<file path="config.mk">
export PLATFORM = sky130hd
export DESIGN_NAME = crb_bank
export DESIGN_NICKNAME = d
export VERILOG_FILES = /design/src/include/crb_pkg.sv /design/src/include/crb_sync_if.sv /design/src/verilog/crb_bank.sv /design/src/verilog/crb_out_sync.sv
export SDC_FILE = /design/constraint.sdc
export NUM_CORES = 1
export LEC_CHECK = 0
export ABC_CLOCK_PERIOD_IN_PS = 2440
export BUFFER_PORTS_ARGS = -buffer_cell sky130_fd_sc_hd__buf_2
export CORE_MARGIN = 1
export CORE_UTILIZATION = 39
export DETAILED_ROUTE_END_ITERATION = 12
export HOLD_SLACK_MARGIN = 0.08
export PLACE_DENSITY = 0.85
export SETUP_SLACK_MARGIN = 0.4
export SYNTH_ARGS = -nofsm -noshare
export SYNTH_HDL_FRONTEND = slang
export SYNTH_HIERARCHICAL = 1
export SYNTH_SLANG_ARGS = --single-unit
</file>
<file path="constraint.sdc">
create_clock -name hclk -period 2.44 [get_ports hclk]
set_input_delay 0.488 -clock hclk [delete_from_list [all_inputs] [get_ports hclk]]
set_output_delay 0.488 -clock hclk [all_outputs]
set_load 0.05 [all_outputs]
</file>
<file path="src/include/crb_pkg.sv">
// constants of the comparator register bank: offsets, fields, resets
// assumes a 32-bit AHB-Lite bus, one slave, word accesses only
//
// Behaviour
// - offset 0x00 reads interrupt status masked by the enable.
// - offset 0x04 reads raw interrupt status, ignoring the enable.
// - offset 0x08 holds the interrupt enable gating raw into masked.
// - reference control at 0x10, bit 9 powers the resistor ladder.
// - reference control bit 8 selects the ladder range.
// - reference control bits 3:0 pick the ladder tap for the reference.
// - offset 0x20 is read-only and shows the synchronised, filtered comparator output.
// - with the ladder unpowered the reference is ground, any tap.
// - range clear gives 32 units of ladder, range set gives 24 units.
package crb_pkg;
  localparam int unsigned ADDR_W = 8;
  localparam logic [7:0] OFF_MASKED_INT_STATUS = 8'h00;
  localparam logic [7:0] OFF_RAW_INT_STATUS = 8'h04;
  localparam logic [7:0] OFF_INT_ENABLE = 8'h08;
  localparam logic [7:0] OFF_INT_SENSE = 8'h0C;
  localparam logic [7:0] OFF_REFERENCE_CONTROL = 8'h10;
  localparam logic [7:0] OFF_COMPARATOR_OUTPUT_STATUS = 8'h20;

  localparam int unsigned INT_BIT = 0;
  localparam int unsigned OUT_VALUE_BIT = 1;
  localparam int unsigned LADDER_ON_BIT = 9;
  localparam int unsigned LADDER_RANGE_BIT = 8;
  localparam int unsigned TAP_MSB = 3;
  localparam int unsigned TAP_LSB = 0;
  localparam int unsigned SENSE_MSB = 1;
  localparam int unsigned SENSE_LSB = 0;

  localparam logic [31:0] REFERENCE_CONTROL_RESET = 32'h0000_0000;
  localparam logic [31:0] INT_ENABLE_RESET = 32'h0000_0000;
  localparam logic [31:0] INT_SENSE_RESET = 32'h0000_0000;
  localparam logic [31:0] REFERENCE_CONTROL_MASK = 32'h0000_030F;
  localparam logic [31:0] INT_ENABLE_MASK = 32'h0000_0001;
  localparam logic [31:0] INT_SENSE_MASK = 32'h0000_0003;

  localparam logic [1:0] SENSE_ANY_EDGE = 2'h0;
  localparam logic [1:0] SENSE_FALLING = 2'h1;
  localparam logic [1:0] SENSE_RISING = 2'h2;
  localparam logic [1:0] SENSE_LEVEL_HIGH = 2'h3;

  localparam logic [1:0] HTRANS_NONSEQ = 2'h2;
  localparam logic [1:0] HTRANS_SEQ = 2'h3;
  localparam logic [2:0] HSIZE_WORD = 3'h2;

  localparam logic [5:0] LADDER_TOTAL_FULL = 6'h20;
  localparam logic [5:0] LADDER_TOTAL_SHORT = 6'h18;
  localparam logic [5:0] LADDER_BASE_FULL = 6'h08;
  localparam logic [5:0] LADDER_BASE_SHORT = 6'h00;

  // tap position over total: the reference is avdd * numer / denom
  function automatic logic [11:0] ladder_ratio(input logic on,
                                               input logic range,
                                               input logic [3:0] tap);
    logic [5:0] numer;
    logic [5:0] denom;
    numer = range ? (LADDER_BASE_SHORT + {2'h0, tap}) :
                    (LADDER_BASE_FULL + {2'h0, tap});
    denom = range ? LADDER_TOTAL_SHORT : LADDER_TOTAL_FULL;
    if (!on) begin
      numer = 6'h00;
    end
    return {numer, denom};
  endfunction
endpackage

</file>
<file path="src/include/crb_sync_if.sv">
// carrier between the bank and its comparator-output synchroniser
// assumes the raw level comes from the analog comparator, any timing
`timescale 1ns/100ps
interface crb_sync_if;
  logic raw_in;
  logic level;
  logic changed;
  modport sync (input raw_in, output level, output changed);
  modport user (output raw_in, input level, input changed);
endinterface

</file>
<file path="src/verilog/crb_bank.sv">
// comparator register bank: AHB-Lite slave, interrupt and ladder control
// assumes one AHB-Lite master, word transfers, comparator output async
//
// Added by the designer: register access over AHB-Lite.
`timescale 1ns/100ps
module crb_bank (
  input wire logic hclk,
  input wire logic hresetn,
  input wire logic hsel,
  input wire logic [31:0] haddr,
  input wire logic [1:0] htrans,
  input wire logic hwrite,
  input wire logic [2:0] hsize,
  input wire logic [31:0] hwdata,
  input wire logic hready,
  output logic hreadyout,
  output logic hresp,
  output logic [31:0] hrdata,
  input wire logic comparator_out,
  output logic ladder_on,
  output logic ladder_range,
  output logic [3:0] ladder_tap,
  output logic [3:0] reference_tap,
  output logic reference_ground,
  output logic [5:0] reference_numer,
  output logic [5:0] reference_denom,
  output logic irq
);
  crb_sync_if sync_if ();

  logic [31:0] reference_control;
  logic [31:0] int_enable;
  logic [31:0] int_sense;
  logic raw_int;
  logic [31:0] hrdata_q;
  logic wr_pending;
  logic [7:0] wr_addr;

  logic [31:0] next_reference_control;
  logic [31:0] next_int_enable;
  logic [31:0] next_int_sense;
  logic next_raw_int;
  logic addr_phase;
  logic rd_accept;
  logic wr_accept;
  logic [7:0] word_addr;
  logic read_clears;
  logic event_hit;
  logic [11:0] ratio;

  assign sync_if.raw_in = comparator_out;

  crb_out_sync u_out_sync (
    .hclk(hclk),
    .hresetn(hresetn),
    .port_if(sync_if)
  );

  // register write with a per-bit mask of the live bits
  function automatic logic [31:0] merge_write(input logic [31:0] cur,
                                              input logic [31:0] wdata,
                                              input logic [31:0] mask);
    return (cur & ~mask) | (wdata & mask);
  endfunction

  // true for an offset that lands on one of the bank's words
  function automatic logic is_mapped(input logic [7:0] addr);
    case (addr)
      crb_pkg::OFF_MASKED_INT_STATUS,
      crb_pkg::OFF_RAW_INT_STATUS,
      crb_pkg::OFF_INT_ENABLE,
      crb_pkg::OFF_INT_SENSE,
      crb_pkg::OFF_REFERENCE_CONTROL,
      crb_pkg::OFF_COMPARATOR_OUTPUT_STATUS: return 1'b1;
      default: return 1'b0;
    endcase
  endfunction

  // ---------------- bus address phase ----------------
  always_comb begin
    addr_phase = hsel && hready &&
                 ((htrans == crb_pkg::HTRANS_NONSEQ) ||
                  (htrans == crb_pkg::HTRANS_SEQ));
    rd_accept = addr_phase && !hwrite;
    wr_accept = addr_phase && hwrite;
    word_addr = {haddr[7:2], 2'b00};
  end

  // a read of either status word clears the sticky bit
  always_comb begin
    read_clears = rd_accept &&
                  ((word_addr == crb_pkg::OFF_MASKED_INT_STATUS) ||
                   (word_addr == crb_pkg::OFF_RAW_INT_STATUS));
  end

  // data phase of a write is pending for one cycle
  always_ff @(posedge hclk or negedge hresetn) begin
    if (!hresetn) begin
      wr_pending <= 1'b0;
      wr_addr <= 8'h00;
    end else begin
      wr_pending <= wr_accept;
      if (wr_accept) begin
        wr_addr <= word_addr;
      end
    end
  end

  // ---------------- register next values ----------------
  always_comb begin
    next_reference_control = reference_control;
    next_int_enable = int_enable;
    next_int_sense = int_sense;
    if (wr_pending) begin
      case (wr_addr)
        crb_pkg::OFF_REFERENCE_CONTROL: begin
          // reserved bits never take a written value
          next_reference_control = merge_write(reference_control, hwdata,
            crb_pkg::REFERENCE_CONTROL_MASK);
        end
        crb_pkg::OFF_INT_ENABLE: begin
          next_int_enable = merge_write(int_enable, hwdata,
                                        crb_pkg::INT_ENABLE_MASK);
        end
        crb_pkg::OFF_INT_SENSE: begin
          next_int_sense = merge_write(int_sense, hwdata,
                                       crb_pkg::INT_SENSE_MASK);
        end
        default: begin
          next_int_sense = int_sense;
        end
      endcase
    end
  end

  always_ff @(posedge hclk or negedge hresetn) begin
    if (!hresetn) begin
      reference_control <= crb_pkg::REFERENCE_CONTROL_RESET;
    end else begin
      reference_control <= next_reference_control;
    end
  end

  always_ff @(posedge hclk or negedge hresetn) begin
    if (!hresetn) begin
      int_enable <= crb_pkg::INT_ENABLE_RESET;
      int_sense <= crb_pkg::INT_SENSE_RESET;
    end else begin
      int_enable <= next_int_enable;
      int_sense <= next_int_sense;
    end
  end

  // ---------------- comparator events ----------------
  always_comb begin
    case (int_sense[crb_pkg::SENSE_MSB:crb_pkg::SENSE_LSB])
      crb_pkg::SENSE_ANY_EDGE: event_hit = sync_if.changed;
      crb_pkg::SENSE_FALLING: event_hit = sync_if.changed && !sync_if.level;
      crb_pkg::SENSE_RISING: event_hit = sync_if.changed && sync_if.level;
      crb_pkg::SENSE_LEVEL_HIGH: event_hit = sync_if.level;
      default: event_hit = 1'b0;
    endcase
  end

  // sticky raw bit: a new event wins over the read-clear
  always_comb begin
    if (event_hit) begin
      next_raw_int = 1'b1;
    end else if (read_clears) begin
      next_raw_int = 1'b0;
    end else begin
      next_raw_int = raw_int;
    end
  end

  always_ff @(posedge hclk or negedge hresetn) begin
    if (!hresetn) begin
      raw_int <= 1'b0;
    end else begin
      raw_int <= next_raw_int;
    end
  end

  // ---------------- read data ----------------
  // read data is picked at the address phase from the values that hold
  // after this edge, so a write just before is already seen
  function automatic logic [31:0] read_word(input logic [7:0] addr,
                                            input logic raw_bit,
                                            input logic [31:0] enable,
                                            input logic [31:0] sense,
                                            input logic [31:0] refctl,
                                            input logic out_bit);
    logic [31:0] word;
    word = 32'h0000_0000;
    case (addr)
      crb_pkg::OFF_MASKED_INT_STATUS: begin
        word[crb_pkg::INT_BIT] = raw_bit &&
                                 enable[crb_pkg::INT_BIT];
      end
      crb_pkg::OFF_RAW_INT_STATUS: begin
        word[crb_pkg::INT_BIT] = raw_bit;
      end
      crb_pkg::OFF_INT_ENABLE: begin
        word = enable & crb_pkg::INT_ENABLE_MASK;
      end
      crb_pkg::OFF_INT_SENSE: begin
        word = sense & crb_pkg::INT_SENSE_MASK;
      end
      crb_pkg::OFF_REFERENCE_CONTROL: begin
        word = refctl & crb_pkg::REFERENCE_CONTROL_MASK;
      end
      crb_pkg::OFF_COMPARATOR_OUTPUT_STATUS: begin
        word[crb_pkg::OUT_VALUE_BIT] = out_bit;
      end
      default: begin
        word = 32'h0000_0000;
      end
    endcase
    return word;
  endfunction

  always_ff @(posedge hclk or negedge hresetn) begin
    if (!hresetn) begin
      hrdata_q <= 32'h0000_0000;
    end else if (rd_accept) begin
      if (is_mapped(word_addr)) begin
        hrdata_q <= read_word(word_addr, raw_int || event_hit,
                              next_int_enable, next_int_sense,
                              next_reference_control, sync_if.level);
      end else begin
        hrdata_q <= 32'h0000_0000;
      end
    end
  end

  // zero-wait slave, every transfer answered OKAY
  assign hreadyout = 1'b1;
  assign hresp = 1'b0;
  assign hrdata = hrdata_q;

  // ---------------- ladder and reference ----------------
  always_comb begin
    ladder_on = reference_control[crb_pkg::LADDER_ON_BIT];
    ladder_range = reference_control[crb_pkg::LADDER_RANGE_BIT];
    ladder_tap =
      reference_control[crb_pkg::TAP_MSB:crb_pkg::TAP_LSB];
  end

  // unpowered ladder leaves the reference at ground
  always_comb begin
    reference_ground = !ladder_on;
    reference_tap = ladder_on ? ladder_tap : 4'h0;
    ratio = crb_pkg::ladder_ratio(ladder_on, ladder_range,
                                  ladder_tap);
    reference_numer = ratio[11:6];
    reference_denom = ratio[5:0];
  end

  // ---------------- interrupt ----------------
  assign irq = raw_int && int_enable[crb_pkg::INT_BIT];
endmodule

</file>
<file path="src/verilog/crb_out_sync.sv">
// three-flop synchroniser with agreement filter for the comparator output
// assumes raw_in is asynchronous to hclk
`timescale 1ns/100ps
module crb_out_sync (
  input wire logic hclk,
  input wire logic hresetn,
  crb_sync_if.sync port_if
);
  logic stage1;
  logic stage2;
  logic stage3;
  logic level_q;
  logic changed_q;
  logic [3:0] warm_q;

  always_ff @(posedge hclk or negedge hresetn) begin
    if (!hresetn) begin
      stage1 <= 1'b0;
      stage2 <= 1'b0;
      stage3 <= 1'b0;
    end else begin
      stage1 <= port_if.raw_in;
      stage2 <= stage1;
      stage3 <= stage2;
    end
  end

  // pin level settling after reset is the start level, not a change
  always_ff @(posedge hclk or negedge hresetn) begin
    if (!hresetn) begin
      warm_q <= 4'h0;
    end else begin
      warm_q <= {warm_q[2:0], 1'b1};
    end
  end

  // a change counts once the second and third flops agree
  always_ff @(posedge hclk or negedge hresetn) begin
    if (!hresetn) begin
      level_q <= 1'b0;
      changed_q <= 1'b0;
    end else begin
      changed_q <= warm_q[3] && (stage2 == stage3) &&
                   (stage3 != level_q);
      if (stage2 == stage3) begin
        level_q <= stage3;
      end
    end
  end

  assign port_if.level = level_q;
  assign port_if.changed = changed_q;
endmodule
</file>
# Word level (Yosys, flattened, before mapping)
# Index checks and enable logic that the tools add are counted.
[classes]
mux = 19
n_addsub = 1
n_reduce_logical = 24
bitwise_logic = 3
eq_ne = 15
[ops]
columns = ["op", "n"]
rows = [
  ["$mux W32", 1],
  ["$or A32 B1 Y32", 1],
  ["$or A32 B10 Y32", 1],
  ["$or A32 B2 Y32", 1],
  ["$eq A6 B2 Y1 const B", 4],
  ["$mux W10", 2],
  ["$eq A6 B3 Y1 const B", 2],
  ["$logic_and A1 B1 Y1", 11],
  ["$mux W5", 2],
  ["$eq A2 B2 Y1 const B", 4],
  ["$logic_not A8 Y1", 1],
  ["$mux W8", 1],
  ["$eq A6 B1 Y1 const B", 1],
  ["$eq A6 B4 Y1 const B", 1],
  ["$mux W1", 6],
  ["$mux W6", 1],
  ["$reduce_and A2 Y1", 3],
  ["$reduce_or A6 Y1", 1],
  ["$add A4 B4 Y5 const A", 1],
  ["$pmux W1 S5", 1],
  ["$mux W2", 2],
  ["$mux W4", 1],
  ["$pmux W1 S4", 1],
  ["$logic_not A1 Y1", 3],
  ["other kinds (7)", 9],
]
[word_totals]
inputBits = 75
wordCells = 78
regBits = 145
out_inout_bits = 58

# Logic depth before layout (Yosys ltp)
# Gate-level depths: netlist of run 1.
[logic_depth]
depth_word = 7
depth_mapped = 7
ltp_nobuf = 7

# Hierarchy
# Netlist of run 1, hierarchy kept.
[modules_own_cells]
columns = ["module", "instances", "cells_per_inst", "area_each_um2", "seq_area_each_um2"]
rows = [
  ["crb_bank", 1, 144, 1443.9, 575.6],
  ["crb_out_sync", 1, 14, 260.2, 225.2],
]

# Least setup slack after synthesis of run 1
# No wires, ideal clock.
[synth_path]
path_kind = "reg2out"
startpoint = "reg reference_control[8]"
endpoint = "out reference_numer[3]"
t_arrival_ns = 1.809
required_time_ns = 1.952
stages_incl_launch_ff = 4
n_path_buf = 0
path_slack_ns = 0.143
cell_sequence = "dfrtp_1 inv_1 ha_1 and2_1"
[synth_between]
elab_chain_cells = 2
[synth_rtl]
columns = ["item", "line", "text"]
rows = [
  ["from (decl)", "crb_bank.sv:31", "logic [31:0] reference_control;"],
  ["from (signal assigned)", "crb_bank.sv:138", "reference_control <= crb_pkg::REFERENCE_CONTROL_RESET;"],
  ["from (signal assigned)", "crb_bank.sv:140", "reference_control <= next_reference_control;"],
  ["$mux W5", "crb_pkg.sv:59", "numer = range ? (LADDER_BASE_SHORT + {2'h0, tap}) :"],
  ["$mux W5", "crb_pkg.sv:62", "if (!on) begin"],
  ["to (decl)", "crb_bank.sv:25", "output logic [5:0] reference_numer,"],
]
# Every way passes these cells.

# Worst setup path in the final report of run 1
[layout_path]
startpoint = "reg wr_addr[6]"
endpoint = "reg hrdata_q[0], in the netlist hrdata[0]"
[layout_between]
word_cells_on_any_way = 12
cone_classes = "eq/ne: 3; mux: 8; reduce/logical: 1"
[layout_lines]
columns = ["item", "line", "text"]
rows = [
  ["from (decl)", "crb_bank.sv:37", "logic [7:0] wr_addr;"],
  ["from (signal assigned)", "crb_bank.sv:104", "wr_addr <= word_addr;"],
  ["$eq A6 B2 Y1", "crb_bank.sv:115", "case (wr_addr)"],
  ["$mux W2", "crb_bank.sv:115", ""],
  ["$mux W2", "crb_bank.sv:114", "if (wr_pending) begin"],
  ["via next_int_sense[0]", "crb_bank.sv:41", "logic [31:0] next_int_sense;"],
  ["$pmux W1 S5", "crb_bank.sv:195", "case (addr)"],
  ["$mux W32", "crb_bank.sv:226", "if (is_mapped(word_addr)) begin"],
  ["to (signal assigned)", "crb_bank.sv:227", "hrdata_q <= read_word(word_addr, raw_int || event_hit,"],
  ["to (decl)", "crb_bank.sv:35", "logic [31:0] hrdata_q;"],
]
# The timed path passes the listed nets, and every way through them passes these cells.
# A chain may end at the register's enable or synchronous reset.

==> results of run 1 <==
## logic make-up (layout without fill, tap and decap cells)
group / after synthesis / count (layout)
AOI/OAI and AO/OA: 14 / 14
DFF: 32 / 32
and+or+nand+nor: 52 / 52
adders and majority gates: 5 / 5
muxes: 8 / 8
buffers and inverters: 44 / 62
other: 3 / 33
## per-stage QoR
step / setup WS, ns / util (%) / instance area, sq um / power (W)
2_1_floorplan: 0.434 / - / 1820 / 0.00119
3_3_place_gp: 0.432 / 44.8 / 1830 / 0.00125
3_5_place_dp: 0.388 / 44.8 / 1830 / 0.00127
4_1_cts: 0.451 / 47.2 / 1930 / 0.00168
5_1_grt: 0.408 / 47.4 / 1940 / 0.00176
6_report: 0.464 / 47.4 / 1940 / 0.00166
## power by group
part           leakage [nW]  internal, W  switching (W)  total [W]
sequential            0.392     0.000593      0.0000625   0.000655
clock                0.0455     0.000230       0.000176   0.000405
combinational         0.587     0.000126       0.000476   0.000602
## worst paths after layout
kind / end / slack, ns / cells past startpoint
setup / recovery: hrdata[0] / 0.46 / 5
hold / removal: int_sense[1] / 0.25 / 1
setup reg to reg: hrdata[0] / 0.46 / 5
hold reg to reg: u_out_sync/warm_q[3] / 0.35 / 0
max in group asynchronous: reference_control[8] / 1.71 / 1
min in group hclk: u_out_sync/stage1 / 0.32 / 1
## final cells by class
type	instances	area, sq um
clock buffer	8	90.1
fill	401	2150
inverter	7	26.3
multi-input combinational	112	713
sequential	32	802
tap	50	62.6
timing repair buffer	47	243
## registers in the layout (all words and copies together), names as in the netlist
| register | count |
|---|---|
| u_out_sync/stage3 | 1 |
| reference_control | 6 |
| u_out_sync/port_if.changed | 1 |
| u_out_sync/port_if.level | 1 |
| hrdata | 6 |
| u_out_sync/stage2 | 1 |
| int_enable | 1 |
| wr_pending | 1 |
| u_out_sync/stage1 | 1 |
| wr_addr | 6 |
| raw_int | 1 |
| u_out_sync/warm_q | 4 |
| int_sense | 2 |
## critical path, stage by stage, from the launching register on
cell and delay [ns]:
dfrtp_1 0.41, nor4b_4 0.34, and4b_2 0.30, mux2_4 0.31
o221a_2 0.25, a221o_1 0.25
## synthesized netlist by cell type, types with 2 or more instances
library cell  count  share of area [%]
buf_4            37                 16
dfrtp_1          32                 47
nand2_1          28                6.2
and2_1            7                2.6
inv_1             7                1.5
ha_1              4                2.9
mux2_2            4                2.6
a22o_1            3                1.5
conb_1            3               0.66
mux2_4            3                2.6
nand4b_1          2                1.0
nor2_1            2               0.44
nor3_1            2               0.59
o21ai_0           2               0.59
## per-layer routing
| layer | vias to the layer above | wire length (microns) | global-route usage (%) |
|---|---|---|---|
| met5 | - | 0 | 0 |
| met4 | 0 | 36 | 5.47 |
| met3 | 5 | 256 | 7.50 |
| met2 | 56 | 1610 | 26.7 |
| met1 | 572 | 1460 | 19.7 |
| li1 | 564 | - | - |
## what timing repair did
item | in CTS | in global routing
buffers inserted | 1 | 1
pin swaps | 1 | 2
setup endpoints to repair | 1 | 1
resized for setup | 0 | 0
hold buffers | 0 | 0
==> run metrics, run 1 <==
status=completed; TritonCTS buffer count=5; worst hold margin=0.249 ns; hpwl dp=2590 microns; critical path data arrival time=2.14 ns; Chip Width=68.1 microns; CP Launch Type=flip-flop; H-tree depth=2; leakage=1.02 nW; number of synthesized flops with an enable pin=0; vias in the first global route=1082; Fin. Hold Viols=0; clock sinks=32; Synth Flop Type=dfrtp_1; Slew Viols, Final=0; TNS Setup=0 ns; compound-gate portion of the synthesized area=7.05%; Die Area=4640 sq um; Syn Area/Cell=10.8 sq um; period utilisation layout=81.0%; gp weighted congestion=0.775; register bit total from synthesis=32; Worst Setup SP=wr_addr[6]; ANT nets after route=0; Initial Util=41.7%; post-DR vias/cell=4.68; Nets=284; FP Rows=23; worst slew pin tran=0.680 ns; adder-cell share of the synthesized area=3.60%; Max FO, Critical Path=3; Distinct cells, synth=36; Die Span Y=68.1 microns; number of port buffers=44; largest net degree at the start of global routing=33; Worst Skew=0.00625 ns; 1st-pass router iterations=4; commonest non-fill, non-tap cells in the layout=44 x buf_2, 33 x conb_1, 31 x dfrtp_1, 28 x nand2_1, 7 x inv_1; area grow syn2layout=13.7%; mux cell area share after synthesis=5.87%; grt ovf=0; Slew headroom=54.7%; P per Cell Area=858 nW/um^2; TritonCTS clock tree=done; Crit Reg-Reg Startpoint=wr_addr[6]; Cells after DPL=246; clock latency on the worst-skew pair=0.28 ns; clock root cell=clkbuf_8; clk buf depth=2; layout cell share with drive strength beyond 1=33.5%; first-pass GRT wire length=5330 microns; Period minus WS final=1.98 ns; RSZ-0062 raised after global routing=false; xor/xnor share of the synthesized area=0%; via count=1197; drt drc=0; largest family of logic cells by synthesized area=simple AND/OR/NAND/NOR gates; Max Fclk=0.506 GHz; post-synthesis cell area=1700 sq um; Seq/Total Area, Yosys=47.0%; core box area=4090 sq um; max_cap viols=0; peak supply drop=0.000347 V; Worst-path clk slew=0.06 ns; hold crit path type=in2async; GRT Overall Usage=16.7%; Yosys warning total=6; WL/cell=13.1 microns; antenna violations before repair=0; I/O pin count=133; asr flop ratio synth=100%; Syn Inst Count=158; CP Data Required Time=2.60 ns; final setup fails=0; CP Class=reg2reg; Initial DRC Count=45; Non-Filler Instances=256; commonest non-fill, non-tap cell in the layout=buf_2; final WL=3360 microns; CP endpoint kind=flip-flop; Post-Synth Simple-Gate Area=18.0%; Antenna Cells=0
No activity file was read; power rests on OpenSTA's default activity.
==> inputs of run 2 (changes only) <==
- ABC_CLOCK_PERIOD_IN_PS: 2440 -> 1950
- clock period: 2.44 -> 1.95 ns (I/O delays scaled with it)
==> run 2 against run 1 <==
Against the previous run: power increased by 28%; clock skew decreased by 0.00086 ns; clock-buffer cell count decreased by 1; cell count increased by 1.6%; critical endpoint unchanged; highest routed layer unchanged; sequential share of layout area decreased by 2.6 points; largest cell class unchanged; non-clock buffer count increased by 4; largest power group is now combinational cells.
==> run metrics, run 2 (synthesis results as in run 1) <==
status=completed (unchanged); Nets=288 (was 284); Worst-path clk slew=0.06 ns (about the same); drt drc=0 (unchanged); Chip Width=68.1 microns (unchanged); final WL=3350 microns (was 3360 microns); FP Rows=23 (unchanged); Initial Util=41.7% (unchanged); CP endpoint kind=flip-flop (unchanged); Post-CTS Hold Buffers=0 (unchanged); 1st-pass router iterations=4 (unchanged); CP Launch Type=flip-flop (unchanged); post-placement cell area=1880 sq um (was 1830 sq um); hold crit path type=in2async (unchanged); clock root cell=clkbuf_8 (unchanged); hpwl dp=2410 microns (was 2590 microns); area of the multi-input gates=788 sq um (was 713 sq um); post-DR vias/cell=4.69 (was 4.68); Fin. Hold Viols=0 (unchanged); worst hold margin=0.160 ns (was 0.249 ns); WL/cell=12.9 microns (was 13.1 microns); fillers=346 (was 401); Slew headroom=53.6% (was 54.7%); Cells after DPL=247 (was 246); Crit Reg-Reg Startpoint=wr_addr[7] (was wr_addr[6]); I/O pin count=133 (unchanged); vias in the first global route=1046 (was 1082); FF-to-FF setup slack=0.03 ns (was 0.46 ns); largest net degree at the start of global routing=33 (unchanged); TNS Setup=0 ns (unchanged); worst slew pin tran=0.696 ns (was 0.680 ns); layout cell share with drive strength beyond 1=41.9% (was 33.5%); peak supply drop=0.000350 V (was 0.000347 V); Non-Filler Instances=260 (was 256); final setup fails=0 (unchanged); Max FO, Critical Path=3 (unchanged); Worst Skew=0.00539 ns (was 0.00625 ns); critical path data arrival time=2.08 ns (was 2.14 ns); TritonCTS clock tree=done (unchanged); RSZ-0062 raised after global routing=true (was false); register area=807 sq um (was 802 sq um); Die Span Y=68.1 microns (unchanged); leakage=1.08 nW (was 1.02 nW); period utilisation layout=98.4% (was 81.0%); area grow syn2layout=21.9% (was 13.7%); clk buf depth=2 (unchanged); gp weighted congestion=0.725 (was 0.775); core box area=4090 sq um (unchanged); P per Cell Area=1030 nW/um^2 (was 858 nW/um^2); commonest non-fill, non-tap cells in the layout=38 x buf_2, 33 x conb_1, 27 x nand2_1, 27 x dfrtp_1, 7 x mux2_4 (was 44 x buf_2, 33 x conb_1, 31 x dfrtp_1, 28 x nand2_1, 7 x inv_1); Slew Viols, Final=0 (unchanged); first-pass GRT wire length=4860 microns (was 5330 microns); max_cap viols=0 (unchanged); Die Area=4640 sq um (unchanged); ANT nets after route=0 (unchanged); clock sinks=32 (unchanged); TritonCTS buffer count=5 (unchanged); number of port buffers=44 (unchanged); commonest non-fill, non-tap cell in the layout=buf_2 (unchanged); via count=1219 (was 1197); Initial DRC Count=83 (was 45); CP Data Required Time=2.11 ns (was 2.60 ns); post-route cell area=2080 sq um (was 1940 sq um); Period minus WS final=1.92 ns (was 1.98 ns); Max Fclk=0.521 GHz (was 0.506 GHz); H-tree depth=2 (unchanged); clock latency on the worst-skew pair=0.28 ns (about the same); worst r2r dst=hrdata[0] (unchanged); antenna violations before repair=0 (unchanged); GRT Overall Usage=14.6% (was 16.7%); CP Class=reg2reg (unchanged); Worst Reg-to-Reg Cells=5 (unchanged); grt ovf=0 (unchanged); Antenna Cells=0 (unchanged); Tot Pwr=0.00213 W (was 0.00166 W)
run 2: cell count changes in the layout (fill, tap and decap cells not counted), moves of 2 or more:
cell / delta
mux2_2: -4
buf_8: +2
buf_2: -6
buf_4: +2
mux2_4: +4
and2_1: -4
and2_4: +5
clkbuf_4: +3
dfrtp_2: +4
buf_6: +2
dfrtp_1: -4
run 2: worst max-delay path, cell delays in order, from the launching register on:
cell and delay, ns:
dfrtp_1 0.41, nor4b_4 0.32, and4bb_1 0.26, mux2_4 0.32, o221a_4 0.25, a221o_1 0.25
run 2: area by class of cell:
class | count | area share, %
clock buffer | 7 | 3.67
multi-input combinational | 112 | 38.0
timing repair buffer | 51 | 14.8
clock inverter | 1 | 0.241
tap | 50 | 3.01
sequential | 32 | 38.9
inverter | 7 | 1.45
run 2: per-stage QoR:
stage	setup slack (ns)	util, %
finish	0.0312	50.8
global placement	0.0499	46.0
floorplan	0.0444	-
detailed placement	0.0213	46.0
CTS	0.0255	49.8
global route	-0.0276	50.8
run 2: routing by layer:
layer | share of wire, % | GRT usage (%) | vias up
met1 | 40 | 16.8 | 581
met2 | 51 | 25.4 | 62
li1 | - | - | 567
met3 | 6.1 | 2.67 | 9
met4 | 2.8 | 7.81 | 0
met5 | 0 | 0 | -
run 2: what timing repair did:
action / 4_1_cts / 5_1_grt
setup endpoints to repair: 9 / 20
resized for setup: 12 / 11
pin swaps: 4 / 5
cloned: 0 / 0
buffers inserted: 4 / 1
run 2: how the worst max path moves through the flow:
stage                           from         to  slack (ns)
final                     wr_addr[7]  hrdata[0]        0.03
after global routing      wr_addr[7]  hrdata[0]       -0.03
after CTS                 wr_addr[7]  hrdata[0]        0.03
after detailed placement  wr_addr[5]  hrdata[0]        0.02
after global placement    wr_addr[5]  hrdata[0]        0.05
after floorplan           wr_addr[5]  hrdata[0]        0.04
run 2: power breakdown:
group          switching [W]  leakage, nW  internal, W
combinational       0.000616        0.651     0.000227
clock               0.000217       0.0422     0.000250
sequential         0.0000777        0.388     0.000745
==> inputs of run 3 (changes only) <==
- PLACE_DENSITY: 0.85 -> 0.88
==> run 3 against run 2 <==
Against the previous run: clock skew hardly changed; sequential cell count is the same; die area stayed put; clock power increased by 45%; largest power group unchanged; sequential share of layout area shrank 0.62 points; critical path depth unchanged; register-to-register slack got worse by 0.03 ns; via count is 2.3% lower; fmax down 1.3%; sequential power shrank 0.6%.
==> run metrics, run 3 (synthesis results as in run 1) <==
TritonCTS clock tree=done (unchanged); worst slew pin tran=0.675 ns (was 0.696 ns); post-route cell area=2110 sq um (was 2080 sq um); final setup fails=0 (unchanged); 1st-pass router iterations=4 (unchanged); clock latency on the worst-skew pair=0.28 ns (about the same); clk buf depth=2 (unchanged); post-DR vias/cell=4.60 (was 4.69); WL/cell=12.1 microns (was 12.9 microns); leakage=1.10 nW (was 1.08 nW); I/O pin count=133 (unchanged); Die Span Y=68.1 microns (unchanged); Tot Pwr=0.00232 W (was 0.00213 W); CP Launch Type=flip-flop (unchanged); commonest non-fill, non-tap cell in the layout=buf_2 (unchanged); core box area=4090 sq um (unchanged); final WL=3130 microns (was 3350 microns); Initial DRC Count=81 (was 83); Chip Width=68.1 microns (unchanged); CP Data Required Time=2.12 ns (was 2.11 ns); drt drc=0 (unchanged); first-pass GRT wire length=4890 microns (was 4860 microns); Worst Skew=0.00546 ns (was 0.00539 ns); CP Class=reg2reg (unchanged); clock root cell=clkbuf_8 (unchanged); worst hold margin=0.143 ns (was 0.160 ns); hold crit path type=in2async (unchanged); RSZ-0062 raised after global routing=true (unchanged); number of port buffers=44 (unchanged); hpwl dp=2250 microns (was 2410 microns); post-placement cell area=1880 sq um (unchanged); H-tree depth=2 (unchanged); largest net degree at the start of global routing=33 (unchanged); gp weighted congestion=0.718 (was 0.725); Period minus WS final=1.94 ns (was 1.92 ns); ANT nets after route=0 (unchanged); FP Rows=23 (unchanged); clock sinks=32 (unchanged); fillers=360 (was 346); vias in the first global route=1066 (was 1046); Worst Setup SP=wr_addr[5] (was wr_addr[7]); Die Area=4640 sq um (unchanged); max_cap viols=0 (unchanged); Post-CTS Hold Buffers=0 (unchanged); Fin. Hold Viols=0 (unchanged); Non-Filler Instances=259 (was 260); critical path data arrival time=2.11 ns (was 2.08 ns); commonest non-fill, non-tap cells in the layout=39 x buf_2, 33 x conb_1, 27 x nand2_1, 27 x dfrtp_1 (was 38 x buf_2, 33 x conb_1, 27 x nand2_1, 27 x dfrtp_1, 7 x mux2_4); Nets=287 (was 288); antenna violations before repair=0 (unchanged); layout cell share with drive strength beyond 1=41.1% (was 41.9%); Antenna Cells=0 (unchanged); Cells after DPL=247 (unchanged); peak supply drop=0.000367 V (was 0.000350 V); via count=1191 (was 1219); area grow syn2layout=23.9% (was 21.9%); status=completed (unchanged); final core utilization=51.7% (was 50.8%); P per Cell Area=1100 nW/um^2 (was 1030 nW/um^2); Max Fclk=0.514 GHz (was 0.521 GHz); Crit Reg-Reg Startpoint=wr_addr[5] (was wr_addr[7]); CP endpoint kind=flip-flop (unchanged); TritonCTS buffer count=5 (unchanged); GRT Overall Usage=14.6% (about the same); Slew headroom=55.0% (was 53.6%); Slew Viols, Final=0 (unchanged); Initial Util=41.7% (unchanged); Max FO, Critical Path=3 (unchanged); grt ovf=0 (unchanged); period utilisation layout=99.7% (was 98.4%); Worst-path clk slew=0.06 ns (about the same)
-- run 3: changes by cell type in the layout (fill, tap and decap cells not counted), sizes merged --
cell,before,now
clkinv,1,0
bufinv,0,1
buf,47,46
-- run 3: area by class of cell --
| type | instances | area, sq um | area share, % |
|---|---|---|---|
| Clock buffer | 7 | 96.3 | 4.56 |
| Clock inverter | 1 | 30.0 | 1.42 |
| Inverter | 7 | 30.0 | 1.42 |
| Multi-Input combinational cell | 112 | 778 | 36.9 |
| Sequential cell | 32 | 807 | 38.2 |
| Tap cell | 50 | 62.6 | 2.96 |
| Timing Repair Buffer | 50 | 307 | 14.5 |
-- run 3: what timing repair did --
action / 4_1_cts / 5_1_grt
setup endpoints to repair: 8 / 20
resized for setup: 15 / 3
pin swaps: 3 / 3
buffers inserted: 3 / 1
-- run 3: worst paths after layout --
| check | to | slack, ns | cells past startpoint |
|---|---|---|---|
| setup / recovery | hrdata[0] | 0.006 | 5 |
| setup reg to reg | hrdata[0] | 0.006 | 5 |
| min in group hclk | u_out_sync/stage1 | 0.21 | 1 |
| hold / removal | u_out_sync/warm_q[1] | 0.14 | 1 |
| hold reg to reg | u_out_sync/stage2 | 0.35 | 0 |
| max in group asynchronous | reference_control[2] | 1.32 | 1 |
-- run 3: worst max-delay path, cell delays in order, from the launching register on --
cell and delay, ns:
dfrtp_1 0.40, nor4b_4 0.32, and4bb_1 0.28, mux2_4 0.32
o221a_4 0.25, a221o_1 0.25
-- run 3: where the power goes --
group	switching (W)	internal, W	leakage (nW)
Combinational	0.000606	0.000222	0.647
Clock	0.000227	0.000450	0.0645
Sequential	0.0000735	0.000745	0.388
-- run 3: per-layer routing --
metal  GRT usage [%]  part of all wire, %  vias up
met1            18.2                   43      564
met5               0                    0        -
met4            7.03                  2.6        0
met2            23.7                   48       52
li1                -                    -      567
met3            3.17                  6.0        8
-- run 3: stage by stage --
| stage | setup TNS (ns) | setup WS, ns |
|---|---|---|
| 2_1_floorplan | 0 | 0.0444 |
| 3_3_place_gp | 0 | 0.0488 |
| 3_5_place_dp | 0 | 0.0138 |
| 4_1_cts | -0.00372 | -0.00372 |
| 5_1_grt | -0.0806 | -0.0806 |
| 6_report | 0 | 0.00588 |
